`src/irq_sel_cfg.svh`:
```
// Constants of the interrupt source selector: offsets, field positions, resets.
// Assumes inclusion by the package and by the design modules only.
//
// Overview of operation
// - Sixteen prioritized core lines; line 0 is reset and highest, line 15 lowest.
// - Lines 0-3 are fixed, non-maskable: reset, NMI, two reserved lines; mask bits 0-1 still gate reset and NMI status into irq_out.
// - Lines 4-15 are maskable, each chosen by its own 5-bit selector field.
// - High selector at 0x019C0000, low selector at 0x019C0004, twelve fields together.
// - Low register fields for lines 4-9 at 4:0,9:5,14:10,20:16,25:21,30:26.
// - High register fields for lines 10-15 use the same layout.
// - Lines 4-9 reset to 00100,00101,00110,00111,01000,01001.
// - Lines 10-15 reset to 00011,01010,01011,00000,00001,00010.
// - Value 0 is no event, 1 timer 0, 2 timer 1, 3 SDRAM timer.
// - Values 4-7 pin events 4-7, 8 DMA completion, 9-11 emulation events.
// - Values 12-15 serial 0/1 transmit and receive, 16 pin event 0.
// - Pin events 4-7 are edge-sensitive, edge chosen by four polarity bits.
`ifndef IRQ_SEL_CFG_SVH
`define IRQ_SEL_CFG_SVH

// ----------------------------------------
// Register offsets
// ----------------------------------------
`define ADDR_SELECT_HIGH   32'h019C_0000
`define ADDR_SELECT_LOW    32'h019C_0004
`define ADDR_POLARITY      32'h019C_0008
`define ADDR_IRQ_STATUS    32'h019C_000C
`define ADDR_IRQ_MASK      32'h019C_0010

// ----------------------------------------
// Field layout
// ----------------------------------------
`define SEL_FIELD_W        5
`define SEL_FIELD_LSB0     0
`define SEL_FIELD_LSB1     5
`define SEL_FIELD_LSB2     10
`define SEL_FIELD_LSB3     16
`define SEL_FIELD_LSB4     21
`define SEL_FIELD_LSB5     26
`define SEL_WRITE_MASK     32'h7FFF_7FFF

// ----------------------------------------
// Reset values
// ----------------------------------------
`define RST_SELECT_LOW     32'h2507_18A4
`define RST_SELECT_HIGH    32'h0820_2D43
`define RST_POLARITY       4'h0
`define RST_IRQ_MASK       16'h0000

`endif

```
`src/irq_sel_pkg.sv`:
```
// Types shared by the interrupt source selector modules.
// Assumes irq_sel_cfg.svh sits in the same folder.
package irq_sel_pkg;
`include "irq_sel_cfg.svh"

   typedef logic [`SEL_FIELD_W-1:0] sel_code_t;

   // Source events as they arrive, one bit each
   typedef struct packed {
      logic pin_event_0;
      logic serial1_receive_event;
      logic serial1_transmit_event;
      logic serial0_receive_event;
      logic serial0_transmit_event;
      logic emulation_transmit_event;
      logic emulation_receive_event;
      logic emulation_data_dma_event;
      logic dma_completion_event;
      logic [3:0] pin_event_4_7;
      logic sdram_refresh_timer_event;
      logic timer_one_event;
      logic timer_zero_event;
   } source_events_t;

   typedef struct packed {
      logic [31:0] addr;
      logic [31:0] wdata;
      logic        wr;
      logic        rd;
   } reg_req_t;

endpackage

```
`src/edge_detect.sv`:
```
// Edge detector for the four external pin lines with selectable polarity.
// Assumes pin levels already synchronous to clk.
`timescale 1ns/1ps
module edge_detect
   import irq_sel_pkg::*;
(
   input  wire logic       clk,
   input  wire logic       sys_rst,
   input  wire logic       clk_en,
   input  wire logic [3:0] pin_level,
   input  wire logic [3:0] polarity,
   output logic      [3:0] pin_edge
);
   logic [3:0] prev_reg;
   logic [3:0] edge_reg;

   // Polarity 0 takes rising edges, 1 takes falling edges
   always_ff @(posedge clk) begin
      if (sys_rst) begin
         prev_reg <= 4'h0;
         edge_reg <= 4'h0;
      end else if (clk_en) begin
         prev_reg <= pin_level;
         edge_reg <= (pin_level ^ polarity) & ~(prev_reg ^ polarity);
      end
   end

   assign pin_edge = edge_reg;
endmodule

```
`src/interrupt_source_selector.sv`:
```
// Interrupt source selector: routes event sources onto sixteen core lines.
// Assumes synchronous single-cycle event inputs and a plain register port.
//
// Implementation choice: strobed register access.
`timescale 1ns/1ps
`include "irq_sel_cfg.svh"
module interrupt_source_selector
   import irq_sel_pkg::*;
(
   input  wire logic           clk,
   input  wire logic           sys_rst,
   input  wire logic           clk_en,
   input  wire logic           reset_request,
   input  wire logic           nmi_request,
   input  wire logic [3:0]     external_pin_line_4,
   input  wire source_events_t events,
   input  wire logic [31:0]    reg_addr,
   input  wire logic [31:0]    reg_wdata,
   input  wire logic           reg_wr,
   input  wire logic           reg_rd,
   output logic      [31:0]    reg_rdata,
   output logic      [15:0]    core_irq,
   output logic                irq_out
);
   // ----------------------------------------
   // Registers
   // ----------------------------------------
   logic [31:0] interrupt_select_high_reg;
   logic [31:0] interrupt_select_low_reg;
   logic [3:0]  edge_polarity_bits_reg;
   logic [15:0] status_reg;
   logic [15:0] mask_reg;
   logic [31:0] rdata_reg;
   logic [15:0] core_irq_reg;
   logic [15:0] core_irq_next;
   logic [3:0]  pin_edge;
   logic [31:0] rdata_next;
   reg_req_t    req;

   assign req = '{addr: reg_addr, wdata: reg_wdata, wr: reg_wr, rd: reg_rd};

   // ----------------------------------------
   // Helpers
   // ----------------------------------------
   function automatic sel_code_t field_of(input logic [31:0] r, input int unsigned idx);
      sel_code_t f;
      f = '0;
      case (idx)
         0: f = r[`SEL_FIELD_LSB0 +: `SEL_FIELD_W];
         1: f = r[`SEL_FIELD_LSB1 +: `SEL_FIELD_W];
         2: f = r[`SEL_FIELD_LSB2 +: `SEL_FIELD_W];
         3: f = r[`SEL_FIELD_LSB3 +: `SEL_FIELD_W];
         4: f = r[`SEL_FIELD_LSB4 +: `SEL_FIELD_W];
         5: f = r[`SEL_FIELD_LSB5 +: `SEL_FIELD_W];
         default: f = '0;
      endcase
      return f;
   endfunction

   // Decodes a selector code into the chosen event
   function automatic logic route(input sel_code_t code, input source_events_t ev,
                                  input logic [3:0] pe);
      logic hit;
      hit = 1'b0;
      case (code)
         5'h00: hit = 1'b0;
         5'h01: hit = ev.timer_zero_event;
         5'h02: hit = ev.timer_one_event;
         5'h03: hit = ev.sdram_refresh_timer_event;
         5'h04: hit = pe[0];
         5'h05: hit = pe[1];
         5'h06: hit = pe[2];
         5'h07: hit = pe[3];
         5'h08: hit = ev.dma_completion_event;
         5'h09: hit = ev.emulation_data_dma_event;
         5'h0A: hit = ev.emulation_receive_event;
         5'h0B: hit = ev.emulation_transmit_event;
         5'h0C: hit = ev.serial0_transmit_event;
         5'h0D: hit = ev.serial0_receive_event;
         5'h0E: hit = ev.serial1_transmit_event;
         5'h0F: hit = ev.serial1_receive_event;
         5'h10: hit = ev.pin_event_0;
         default: hit = 1'b0;
      endcase
      return hit;
   endfunction

   // ----------------------------------------
   // Pin edge detection
   // ----------------------------------------
   edge_detect u_edge (
      .clk       (clk),
      .sys_rst   (sys_rst),
      .clk_en    (clk_en),
      .pin_level (external_pin_line_4),
      .polarity  (edge_polarity_bits_reg),
      .pin_edge  (pin_edge)
   );

   // ----------------------------------------
   // Selector and polarity registers
   // ----------------------------------------
   always_ff @(posedge clk) begin
      if (sys_rst) begin
         interrupt_select_low_reg  <= `RST_SELECT_LOW;
         interrupt_select_high_reg <= `RST_SELECT_HIGH;
         edge_polarity_bits_reg    <= `RST_POLARITY;
      end else if (clk_en && req.wr) begin
         case (req.addr)
            `ADDR_SELECT_HIGH: interrupt_select_high_reg <= req.wdata & `SEL_WRITE_MASK;
            `ADDR_SELECT_LOW:  interrupt_select_low_reg  <= req.wdata & `SEL_WRITE_MASK;
            `ADDR_POLARITY:    edge_polarity_bits_reg    <= req.wdata[3:0];
            default: ;
         endcase
      end
   end

   // ----------------------------------------
   // Line routing
   // ----------------------------------------
   // Registered so each source pulse lands as exactly one cycle on its line
   always_comb begin
      core_irq_next    = '0;
      core_irq_next[0] = reset_request;
      core_irq_next[1] = nmi_request;
      for (int i = 0; i < 6; i++) begin
         core_irq_next[4 + i]  = route(field_of(interrupt_select_low_reg, i), events, pin_edge);
         core_irq_next[10 + i] = route(field_of(interrupt_select_high_reg, i), events, pin_edge);
      end
   end

   always_ff @(posedge clk) begin
      if (sys_rst) begin
         core_irq_reg <= 16'h0000;
      end else if (clk_en) begin
         core_irq_reg <= core_irq_next;
      end
   end

   assign core_irq = core_irq_reg;

   // ----------------------------------------
   // Interrupt status and mask
   // ----------------------------------------
   always_ff @(posedge clk) begin
      if (sys_rst) begin
         status_reg <= 16'h0000;
      end else if (clk_en) begin
         // New events win over a write-one clear in the same cycle
         if (req.wr && req.addr == `ADDR_IRQ_STATUS) begin
            status_reg <= (status_reg & ~req.wdata[15:0]) | core_irq_reg;
         end else begin
            status_reg <= status_reg | core_irq_reg;
         end
      end
   end

   always_ff @(posedge clk) begin
      if (sys_rst) begin
         mask_reg <= `RST_IRQ_MASK;
      end else if (clk_en && req.wr && req.addr == `ADDR_IRQ_MASK) begin
         mask_reg <= req.wdata[15:0];
      end
   end

   assign irq_out = |(status_reg & mask_reg);

   // ----------------------------------------
   // Read data
   // ----------------------------------------
   always_comb begin
      case (req.addr)
         `ADDR_SELECT_HIGH: rdata_next = interrupt_select_high_reg;
         `ADDR_SELECT_LOW:  rdata_next = interrupt_select_low_reg;
         `ADDR_POLARITY:    rdata_next = {28'h000_0000, edge_polarity_bits_reg};
         `ADDR_IRQ_STATUS:  rdata_next = {16'h0000, status_reg};
         `ADDR_IRQ_MASK:    rdata_next = {16'h0000, mask_reg};
         default:           rdata_next = 32'h0000_0000;
      endcase
   end

   always_ff @(posedge clk) begin
      if (sys_rst) begin
         rdata_reg <= 32'h0000_0000;
      end else if (clk_en) begin
         rdata_reg <= req.rd ? rdata_next : 32'h0000_0000;
      end
   end

   assign reg_rdata = rdata_reg;
endmodule

```
`config.mk`:
```
export PLATFORM = sky130hd
export DESIGN_NAME = interrupt_source_selector
export DESIGN_NICKNAME = d
export VERILOG_FILES = /design/src/irq_sel_pkg.sv /design/src/edge_detect.sv /design/src/interrupt_source_selector.sv
export VERILOG_INCLUDE_DIRS = /design/src
export SDC_FILE = /design/constraint.sdc
export NUM_CORES = 1
export LEC_CHECK = 0
export ABC_AREA = 0
export BUFFER_PORTS_ARGS = -buffer_cell sky130_fd_sc_hd__buf_2
export CORE_MARGIN = 2
export CORE_UTILIZATION = 30
export DETAILED_ROUTE_END_ITERATION = 8
export GPL_TIMING_DRIVEN = 0
export PLACE_DENSITY = 0.49
export SETUP_SLACK_MARGIN = 0.4
export SLEW_MARGIN = 20
export SYNTH_ARGS = -nofsm -noshare
export SYNTH_HDL_FRONTEND = slang
export SYNTH_SLANG_ARGS = --single-unit
```
`constraint.sdc`:
```
create_clock -name clk -period 2.19 [get_ports clk]
set_input_delay 0 -clock clk [delete_from_list [all_inputs] [get_ports clk]]
set_output_delay 0 -clock clk [all_outputs]
set_load 0.005 [all_outputs]
```
==> impl_results.md, run 1 <==
* Result of the run: completed
* Post-Syn Instances at 1,067
* End of the worst register-to-register path: core_irq[6]
* Routed len/inst at 21.83 µm
* Number of placed cells counting well taps at 1,577
* Sequential element share of the synthesized area at 35.27%
* Start-to-end type of the worst setup path: in2reg
* Remaining max-slew budget at the tightest pin at 38.98%
* Global-route congestion overflow total at 0
* Seq pwr share at 42.8%
* Final estimated routing congestion in global placement at 0.8855
* Wire length of the first global-routing pass at 52,640 µm
* Core Rows at 61
* R2R Setup Slk at 0.47 ns
* Distinct cells, synth at 70
* Required time at the endpoint of the critical path at 2.45 ns
* Buffer levels on the longest clock path at 2
* Critical-path top delay cell: or4_4
* Number of warnings printed during yosys synthesis at 0
* Switching share of power at 27.70%
* Maximum number of pins on one net before global-route repair at 17
* Total GRT Usage at 24.32%
* Total area of sequential cells at 2988 µm²
* Number of search-and-repair iterations in the first detailed-routing pass at 5
* Final Hold Fails at 0
* Async set-or-reset flop fraction in the synthesized netlist at 0%
* Summed negative setup slack over all endpoints at 0 ns
* Post-layout util at 39.00%
* Std-Cell Core Area at 27,780 µm²
* Die X-Extent at 171.9 µm
* Share of total power in the clock network at 47.5%
* Total of buffers placed on input and output ports at 130
* Final period util at 79.59%
* Number of flip-flops under the largest register name at 31
* Max Fanout on Critical Path at 10
* Clock root cell: clkbuf_16
* Critical path origin: reg_addr[1]
* Data arrival time at the worst-slack endpoint at 2.01 ns
* Floorplan die area at 29,550 µm²
* Count of maximum capacitance violations at 0
* Number of flops mapped to enable cells by yosys at 0
* Non-filler cells, final at 1,659
* Least-Margin Pin Slew at 0.9153 ns
* DP Wirelength at 25,820 µm
* H-Tree Depth at 4
* Worst Hold Class: in2reg
* Number of register bits inferred by synthesis at 149
* TritonCTS clock tree: yes
* Vias per Instance at 5.491
* Initial cell density of the core at 30.44%
* Worst setup skew after layout at 0.01344 ns
* Unrepaired setup endpoints after global routing: false
* Count of antenna diodes in the layout at 0
* Clock network latency to the later pin of the worst-skew pair at 0.43 ns
* Worst reg2reg path startpoint: u_edge.pin_edge[3]
* Highest cell delay on the worst timing path at 0.59 ns
* Antenna violations before repair at 0
* Minimum clock period at 1.743 ns
* ANT nets after route at 0
* Final layout net count at 1,359
* Area of all placed cells without fillers at 10,840 µm²
* Power share of the combinational group at 9.7%
* Leakage power at 4.181 nW
* Cell-internal power at 0.004733 W
* Crit path capture: interrupt_select_low_reg[16]
* Maximum VDD drop at 0.3499 mV
* Kind of launch point of the worst setup path: input port
* Max Clock Freq at 0.5737 GHz
* Most numerous cell on the critical path: buf_2
* Final routed DRC violation total at 0
* Clock tree sinks at 149
* Area of the mapped netlist at 8458 µm²
* Layout cell share with drive strength beyond 1 at 21.55%
* Final count of pins violating max slew at 0
* Reg2reg path depth at 6
* Power density over cell area at 604.2 nW/µm²
* Clock transition at the registers of the reported paths at 0.07 ns
* Vias post-DR at 9,109
* Die Y-Extent at 171.9 µm
* Area post-placement at 9589 µm²
* Top_reg_cell synth: dfxtp_1
* Sw Pwr at 0.001813 W
* # setup viols final at 0
* Synthesis-to-finish area growth at 28.11%
* Element type at the critical path end: register
* Initial detailed-routing violation count at 910
* Synthesized area per cell at 7.927 µm²
* Vias in the first global route at 8,241
* Area of combinational cells with multiple inputs at 5039 µm²
* Number of filler cells placed in the layout at 2,954
* CTS Buf Count at 17
* Sequence of cells on the critical path: buf_2, or4_4, nor4b_4, buf_4, and4_1, buf_2, buf_2, o211ai_1
* Wirelength, routed at 36,220 µm
* I/O pin cnt at 140
## routing by layer
layer  track usage, %  vias up  share of wire [%]
li1                 -     4272                  -
met1            33.54     4443                 45
met2            38.71      350                 46
met3            4.601       44                6.9
met4            7.015        0                2.4
met5                0        -                  0
## stage by stage
step	hold WS [ns]	worst slack, ns	power, W
after global placement	0.2337	-0.4521	0.003417
after global routing	0.1367	0.3943	0.006727
after detailed placement	0.2359	-0.4537	0.003418
after CTS	0.09493	0.3429	0.006565
final	0.1110	0.4469	0.006546
after floorplan	0.1028	0.4337	0.003101
## cell type report
cell class | instances | area share (%)
repair buffers | 180 | 10.39
clock inverters | 15 | 1.663
flip-flops and latches | 149 | 27.58
clock buffers | 17 | 3.926
well taps | 378 | 4.365
multi-input cells | 792 | 46.50
plain buffers | 116 | 5.162
inverters | 12 | 0.4157
## power by group through the flow
stage | registers, W | logic (W) | clock network, W
finish | 0.00280 | 0.000635 | 0.00311
global route | 0.00280 | 0.000673 | 0.00325
CTS | 0.00280 | 0.000620 | 0.00315
detailed placement | 0.00286 | 0.000556 | 0
global placement | 0.00286 | 0.000554 | 0
floorplan | 0.00283 | 0.000268 | 0
## cell usage in the layout, fill, tap and decap left out, types with 7 or more instances in the layout
cell type | Yosys | final
a22oi_1 | 27 | 27
inv_1 | 12 | 12
nor2b_1 | 8 | 8
a211oi_1 | 10 | 9
nand2_1 | 229 | 228
a21oi_1 | 95 | 95
o21ai_0 | 43 | 42
nor3_1 | 11 | 11
dlygate4sd3_1 | 0 | 40
buf_4 | 5 | 20
clkbuf_16 | 0 | 17
buf_2 | 13 | 143
o2bb2ai_1 | 11 | 11
o22ai_1 | 7 | 7
a22o_1 | 7 | 7
a31oi_1 | 11 | 11
mux4_2 | 9 | 9
dfxtp_1 | 149 | 145
nand3_1 | 25 | 25
nand3b_1 | 23 | 23
nor3b_1 | 7 | 7
a311oi_1 | 20 | 19
nor2_1 | 44 | 44
clkbuf_1 | 93 | 59
clkbuf_2 | 0 | 24
a221oi_1 | 8 | 8
mux2_2 | 14 | 13
and3_1 | 11 | 11
mux2i_1 | 58 | 58
## synthesized netlist by cell type, types with 6 or more instances
library cell | number | share of area [%]
nand2_1 | 229 | 10
dfxtp_1 | 149 | 35
a21oi_1 | 95 | 5.6
clkbuf_1 | 93 | 4.1
mux2i_1 | 58 | 6.9
nor2_1 | 44 | 2.0
o21ai_0 | 43 | 2.5
a22oi_1 | 27 | 2.4
nand3_1 | 25 | 1.5
nand3b_1 | 23 | 2.0
a311oi_1 | 20 | 2.1
mux2_2 | 14 | 1.9
buf_2 | 13 | 0.77
inv_1 | 12 | 0.53
a31oi_1 | 11 | 0.81
and3_1 | 11 | 0.81
nor3_1 | 11 | 0.65
o2bb2ai_1 | 11 | 1.1
a211oi_1 | 10 | 0.89
mux4_2 | 9 | 2.4
a221oi_1 | 8 | 0.83
nor2b_1 | 8 | 0.59
a22o_1 | 7 | 0.72
nor3b_1 | 7 | 0.62
o22ai_1 | 7 | 0.52
and2_1 | 6 | 0.44
nand2b_1 | 6 | 0.44
nand4_1 | 6 | 0.44
nand4b_1 | 6 | 0.62
o211ai_1 | 6 | 0.53
## how the worst min path moves through the flow
stage / end / start / depth (start not counted) / slack, ns
after CTS: mask_reg[15] / reg_addr[2] / 6 / 0.09
after floorplan: reg_rdata[15] / reg_addr[5] / 1 / 0.10
final: mask_reg[15] / reg_addr[2] / 6 / 0.11
after global placement: status_reg[15] / reg_wdata[15] / 2 / 0.23
after global routing: reg_rdata[15] / reg_addr[3] / 4 / 0.14
after detailed placement: status_reg[15] / reg_wdata[15] / 2 / 0.24
## kinds of logic after synthesis
group                  share of synthesized area [%]
AND/OR/NAND/NOR                                25.16
buffers and inverters                          6.095
XOR/XNOR                                      0.2071
other                                        0.04434
multiplexers                                   11.12
flip-flops                                     35.27
AO/OA/AOI/OAI                                  22.10
## timing repair
item | 4_1_cts | 5_1_grt
gates resized for setup | 38 | 51
hold buffers | 40 | 0
setup endpoints to repair | 76 | 89
hold endpoints to repair | 107 | 0
setup buffers | 2 | 8
pin swaps | 4 | 10
## critical path, delay by kind of cell
kind / cells / cell delay, ns
buffers and inverters: 4 / 0.80
AND/OR/NAND/NOR: 3 / 1.08
AO/OA/AOI/OAI: 1 / 0.11
Note: power is estimated with default switching activity, not from simulation.
==> run 2, diff against run 1 <==
- ABC_AREA: 0 -> 1
- clock period: 2.19 -> 1.8 ns (I/O delays scaled with it)
==> run 2 against run 1 <==
  * Clock-buffer cell count up 1
  * Utilization up 4.1 points
  * Combinational power up 22%
  * Clock power up 21%
  * Largest power group unchanged
==> impl_results.md, run 2 <==
* Result of the run: completed
* Post-layout util at 43.09% (+4.1 points)
* Final Hold Fails at 0 (unchanged)
* Most common library cells after synthesis: nand2_1, nand3_1, dfxtp_1
* Final count of pins violating max slew at 0 (unchanged)
* Leakage power at 5.480 nW (+31%)
* Vias per Instance at 5.393 (-1.8%)
* Final period util at 84.92%
* Highest cell delay on the worst timing path at 0.33 ns (-0.26 ns)
* Sequential element share of the synthesized area at 33.68% (-1.6 points)
* Clock root cell: clkbuf_16
* Commonest non-fill, non-tap cells in the layout: nand2_1, nand3_1, buf_2
* Total GRT Usage at 25.90% (+1.6 points)
* ANT nets after route at 0 (unchanged)
* Least-Margin Pin Slew at 1.029 ns (+0.1135 ns)
* Final estimated routing congestion in global placement at 0.9161 (+3.5%)
* Vias post-DR at 10.88k (+19%)
* Remaining max-slew budget at the tightest pin at 31.41% (-7.6 points)
* Non-filler cells, final at 2,017 (+22%)
* Std-Cell Core Area at 28,860 µm² (+3.9%)
* Number of flip-flops under the largest register name at 31 (unchanged)
* DP Wirelength at 30,020 µm (+16%)
* Floorplan die area at 30,910 µm² (+4.6%)
* Vias in the first global route at 9,893 (+20%)
* Worst setup skew after layout at 0.01033 ns (-0.003115 ns)
* Area of the mapped netlist at 8857 µm² (+4.7%)
* Max Clock Freq at 0.6542 GHz
* Number of search-and-repair iterations in the first detailed-routing pass at 6 (+1)
* Final layout net count at 1,711 (+26%)
* Post-synth top area share at 33.68% (-1.6 points)
* Wire length of the first global-routing pass at 59,890 µm (+14%)
* I/O pin cnt at 140 (unchanged)
* Count of antenna diodes in the layout at 0 (unchanged)
* Number of register bits inferred by synthesis at 149 (unchanged)
* Global-route congestion overflow total at 0 (unchanged)
* Initial detailed-routing violation count at 1,039 (+14%)
* Final routed DRC violation total at 0 (unchanged)
* Element type at the critical path end: output pin
* Core Rows at 62 (+1.6%)
* Max Fanout on Critical Path at 3 (-7)
* Minimum clock period at 1.529 ns
* Die X-Extent at 175.8 µm (+2.3%)
* Die Y-Extent at 175.8 µm (+2.3%)
* Buffer levels on the longest clock path at 2 (unchanged)
* Clock transition at the registers of the reported paths at 0.08 ns (about the same)
* Worst setup slack after layout at 0.2714 ns (-0.1755 ns)
* Kind of launch point of the worst setup path: register
* Area post-placement at 9981 µm² (+4.1%)
* Maximum number of pins on one net before global-route repair at 17 (unchanged)
* Top cells by area, synth: dfxtp_1, nand2_1, nand3_1
* Routed len/inst at 20.68 µm (-5.3%)
* TritonCTS clock tree: yes
* Clock tree sinks at 149 (unchanged)
* Data arrival time at the worst-slack endpoint at 1.53 ns (-0.48 ns)
* Maximum VDD drop at 0.5969 mV (+71%)
* Wirelength, routed at 41,720 µm (+15%)
* Number of warnings printed during yosys synthesis at 0 (unchanged)
* Worst Hold Class: in2reg
* Sequence of cells on the critical path: nand2_1, nand2_2, a221oi_4, nand4_1, buf_2
* Cell type contributing the most total cell area after synthesis: dfxtp_1
* Antenna violations before repair at 0 (unchanged)
* Required time at the endpoint of the critical path at 1.80 ns (-0.65 ns)
* Total power of the final layout at 0.007880 W (+20%)
* Top_reg_cell synth: dfxtp_1
* Initial cell density of the core at 30.69% (+0.25 points)
* Distinct cells, synth at 44 (-37%)
* Area of all placed cells without fillers at 12,440 µm² (+15%)
* Count of buffering cells on the critical path with inverters included at 1 (-3)
* Post-Syn Instances at 1,380 (+29%)
* Start-to-end type of the worst setup path: reg2out
* Synthesis-to-finish area growth at 40.40%
* Critical-path top delay cell: dfxtp_1
* CTS Buf Count at 17 (unchanged)
* Dominant cell by count in the synthesized netlist: nand2_1
* Power density over cell area at 633.7 nW/µm² (+4.9%)
* Commonest non-fill, non-tap cell in the layout: nand2_1
* Clock network latency to the later pin of the worst-skew pair at 0.45 ns (+0.02 ns)
* DP Worst Slack at -0.3882 ns (+0.06548 ns)
* Async set-or-reset flop fraction in the synthesized netlist at 0% (unchanged)
* Total of buffers placed on input and output ports at 127 (-2.3%)
* Count of maximum capacitance violations at 0 (unchanged)
* # setup viols final at 0 (unchanged)
* H-Tree Depth at 4 (unchanged)
* Number of placed cells counting well taps at 1,893 (+20%)
* Synthesized area per cell at 6.418 µm² (-19%)
* Layout cell share with drive strength beyond 1 at 33.01% (+11 points)
* Unrepaired setup endpoints after global routing: true
* Number of flops mapped to enable cells by yosys at 0 (unchanged)
* CP delay by family, top: flip-flops
## run 2: timing repair
action,in CTS,in global routing
setup endpoints to repair,47,115
cloned,0,3
buffers inserted,8,44
gates resized for setup,105,261
pin swaps,11,78
hold buffers,37,0
endpoints found under the hold margin,89,0
## run 2: per-stage QoR
step           setup TNS (ns)  hold WS [ns]
2_1_floorplan               0        0.1304
3_3_place_gp           -9.187        0.2230
3_5_place_dp           -9.269        0.2300
4_1_cts                     0       0.07454
5_1_grt                     0       0.06161
6_report                    0       0.03364
## run 2: path summary, 6_finish.rpt
check	from	endpoint	slack [ns]	cells past startpoint
setup / recovery	mask_reg[2]	irq_out	0.27	5
hold / removal	reg_addr[2]	edge_polarity_bits_reg[2]	0.03	5
setup reg to reg	interrupt_select_low_reg[20]	core_irq[7]	0.36	9
hold reg to reg	reg_rdata[14]	reg_rdata[14]	0.46	2
## run 2: worst min-delay path, cell delays in order
cell and delay [ns]:
buf_2 0.12, nor2_1 0.06, nand2_1 0.07, nor2_2 0.07, a21oi_1 0.13
## run 2: cell type report
type                            instances  area (µm²)
Buffer                                 68       419.2
Clock inverter                         14       163.9
Timing Repair Buffer                  218        1524
Fill cell                            3100       16420
Inverter                              161       643.1
Sequential cell                       149        3128
Clock buffer                           18       429.2
Multi-Input combinational cell       1005        5648
Tap cell                              384       480.5
## run 2: report_power, final
part / internal, W / leakage [nW] / switching [W]
logic: 0.000260 / 3.97 / 0.000517
clock network: 0.00198 / 0.283 / 0.00178
registers: 0.00330 / 1.23 / 0.0000503
## run 2: kinds of logic (layout without fill, tap and decap cells)
kind of cell    Yosys count  after routing  share of synthesized area [%]
simple gates            693            694                          35.77
compound gates          308            308                          20.03
buf+inv                 229            479                          10.48
flops                   149            149                          33.68
other cells               1              3                        0.04234
## run 2: metal layers
| layer | GRT usage, % | vias to the layer above | routed length (µm) | part of all wire (%) |
|---|---|---|---|---|
| met1 | 35.56 | 5190 | 18480 | 44 |
| met5 | 0 | - | 0 | 0 |
| met2 | 41.01 | 468 | 18880 | 45 |
| met3 | 3.658 | 63 | 3017 | 7.2 |
| met4 | 10.06 | 0 | 1338 | 3.2 |
| li1 | - | 5156 | - | - |
==> run 3, diff against run 2 <==
- PLACE_DENSITY: 0.49 -> 0.5
- clock period: 1.8 -> 1.2 ns (I/O delays scaled with it)
==> run 3 against run 2 <==
  * The flow now finishes with violations (negative hold slack, negative setup slack)
  * Setup slack worse by 0.60 ns
  * Clock-buffer cell count did not move
  * Sequential share of layout area is 4.6 points lower
  * Critical endpoint is now core_irq[15]
  * Largest cell class unchanged
  * Register-to-register slack got worse by 0.69 ns
  * Non-clock buffer count increased by 91
  * Clock skew rose by 0.0030 ns
  * Combinational power rose by 95%
  * Critical path depth up 2
  * Die area stayed put
  * Highest routed layer unchanged
  * Power rose by 55%
  * Cell count rose by 4.5%
==> impl_results.md, run 3 (synthesis gave the netlist of run 2 again) <==
* Routed len/inst at 22.02 µm (+6.5%)
* Global-route congestion overflow total at 0 (unchanged)
* TritonCTS clock tree: yes
* Clock transition at the registers of the reported paths at 0.07 ns (about the same)
* Number of flip-flops under the largest register name at 31 (unchanged)
* Maximum number of pins on one net before global-route repair at 17 (unchanged)
* Unrepaired setup endpoints after global routing: true
* Failing checks: negative hold slack, negative setup slack
* Data arrival time at the worst-slack endpoint at 1.84 ns (+0.31 ns)
* Non-filler cells, final at 2,107 (+4.5%)
* Final period util at 127.7%
* Core Rows at 62 (unchanged)
* H-Tree Depth at 4 (unchanged)
* DP Wirelength at 30,070 µm (+0.19%)
* Vias in the first global route at 11.01k (+11%)
* Clock network latency to the later pin of the worst-skew pair at 0.44 ns (about the same)
* Start-to-end type of the worst setup path: reg2reg
* Initial detailed-routing violation count at 1,081 (+4.0%)
* Highest cell delay on the worst timing path at 0.44 ns (+0.11 ns)
* Worst hold slack at -0.0008408 ns (-0.03448 ns)
* Total power of the final layout at 0.01224 W (+55%)
* Minimum clock period at 1.532 ns
* Area of all placed cells without fillers at 15,750 µm² (+27%)
* Least-Margin Pin Slew at 0.9133 ns (-0.1155 ns)
* Number of search-and-repair iterations in the first detailed-routing pass at 7 (+1)
* Commonest non-fill, non-tap cell in the layout: nand2_1
* Layout cell share with drive strength beyond 1 at 53.92% (+21 points)
* Maximum VDD drop at 0.9188 mV (+54%)
* Die X-Extent at 175.8 µm (unchanged)
* Final estimated routing congestion in global placement at 0.9287 (+1.4%)
* Wirelength, routed at 46,410 µm (+11%)
* Remaining max-slew budget at the tightest pin at 39.11% (+7.7 points)
* Leakage power at 6.787 nW (+24%)
* Commonest non-fill, non-tap cells in the layout: nand2_1, nand3_1, buf_6
* Buffer levels on the longest clock path at 2 (unchanged)
* Count of maximum capacitance violations at 0 (unchanged)
* Vias per Instance at 5.514 (+2.2%)
* Element type at the critical path end: register
* Wire length of the first global-routing pass at 67,120 µm (+12%)
* Result of the run: finished with violations
* # setup viols final at 47 (+47)
* Total of buffers placed on input and output ports at 127 (unchanged)
* Total GRT Usage at 29.06% (+3.2 points)
* Max Fanout on Critical Path at 5 (+2)
* Max Clock Freq at 0.6527 GHz
* Antenna violations before repair at 0 (unchanged)
* Worst Hold Class: in2reg
* Final layout net count at 1,802 (+5.3%)
* Vias post-DR at 11.62k (+6.8%)
* ANT nets after route at 0 (unchanged)
* Summed negative setup slack over all endpoints at -4.064 ns (-4.064 ns)
* Die Y-Extent at 175.8 µm (unchanged)
* Floorplan die area at 30,910 µm² (unchanged)
* Critical-path top delay cell: dfxtp_1
* Initial cell density of the core at 30.69% (unchanged)
* I/O pin cnt at 140 (unchanged)
* Worst setup slack after layout at -0.3321 ns (-0.6035 ns)
* Clock root cell: clkbuf_16
* Synthesis-to-finish area growth at 77.79%
* Final Hold Fails at 1 (+1)
* Power density over cell area at 777.0 nW/µm² (+23%)
* Std-Cell Core Area at 28,860 µm² (unchanged)
* Kind of launch point of the worst setup path: register
* Area post-placement at 10,650 µm² (+6.7%)
* Clock tree sinks at 149 (unchanged)
* Number of placed cells counting well taps at 1,893 (unchanged)
* CTS Buf Count at 17 (unchanged)
* Count of buffering cells on the critical path with inverters included at 0 (-1)
* Final routed DRC violation total at 0 (unchanged)
* CP delay by family, top: simple AND/OR/NAND/NOR gates
* Worst setup skew after layout at 0.01331 ns (+0.002977 ns)
* DP Worst Slack at -0.8703 ns (-0.4820 ns)
* Required time at the endpoint of the critical path at 1.51 ns (-0.29 ns)
* Sequence of cells on the critical path: nor2_1, nand4_1, o31ai_1, nor3b_1, nand2_1, nor2_4, a21oi_1
* Count of antenna diodes in the layout at 0 (unchanged)
* Final count of pins violating max slew at 0 (unchanged)
[run 3: cell count changes in the layout (fill, tap and decap cells not counted), sizes merged]
cell	delta
buf	+87
inv	+5
clkbuf	+3
clkinv	-3
clkinvlp	-3
bufinv	+1
dlygate4sd3	+1
nor2	-1
[run 3: repair_timing]
action,CTS,global route
hold buffers,38,0
pin swaps,138,125
setup buffers,91,34
endpoints found under the setup margin,195,192
cloned,19,1
hold endpoints to repair,89,0
gates resized for setup,513,281
[run 3: layer usage]
metal / part of all wire (%) / vias to the layer above / global-route usage, %
met1: 41 / 5492 / 37.74
met2: 46 / 612 / 47.08
met5: 0 / - / 0
li1: - / 5361 / -
met3: 7.6 / 152 / 4.199
met4: 6.0 / 0 / 14.57
[run 3: tightest hold or removal path: stages]
cell and delay (ns):
buf_6 0.10, nor2_4 0.04, nand2_2 0.07, nor2_4 0.06
a21oi_1 0.13
[run 3: layout make-up]
| class | instances | area (µm²) |
|---|---|---|
| Fill cell | 2696 | 13110 |
| Multi-Input combinational cell | 1004 | 6850 |
| Sequential cell | 149 | 3239 |
| Timing Repair Buffer | 309 | 3058 |
| Inverter | 161 | 780.7 |
| Buffer | 68 | 734.5 |
| Tap cell | 384 | 480.5 |
| Clock buffer | 18 | 429.2 |
| Clock inverter | 13 | 163.9 |
| Timing Repair inverter | 1 | 11.26 |
[run 3: through the flow]
| step | hold slack [ns] | util (%) |
|---|---|---|
| 6_report | -0.0008408 | 54.57 |
| 4_1_cts | 0.003530 | 50.53 |
| 3_3_place_gp | 0.2246 | 36.89 |
| 2_1_floorplan | 0.1295 | - |
| 5_1_grt | 0.02021 | 54.57 |
| 3_5_place_dp | 0.2288 | 36.89 |
[run 3: report_power, final]
group          internal [W]  switching [W]
Combinational      0.000579       0.000931
Clock               0.00315        0.00257
Sequential          0.00492      0.0000845
[run 3: final timing paths]
path | startpoint | endpoint | slack (ns) | cells after the start
min reg2reg | status_reg[2] | status_reg[2] | 0.45 | 2
max reg2reg | interrupt_select_high_reg[26] | core_irq[15] | -0.33 | 7
max | interrupt_select_high_reg[26] | core_irq[15] | -0.33 | 7
min | reg_addr[2] | edge_polarity_bits_reg[1] | -0.0008 | 5
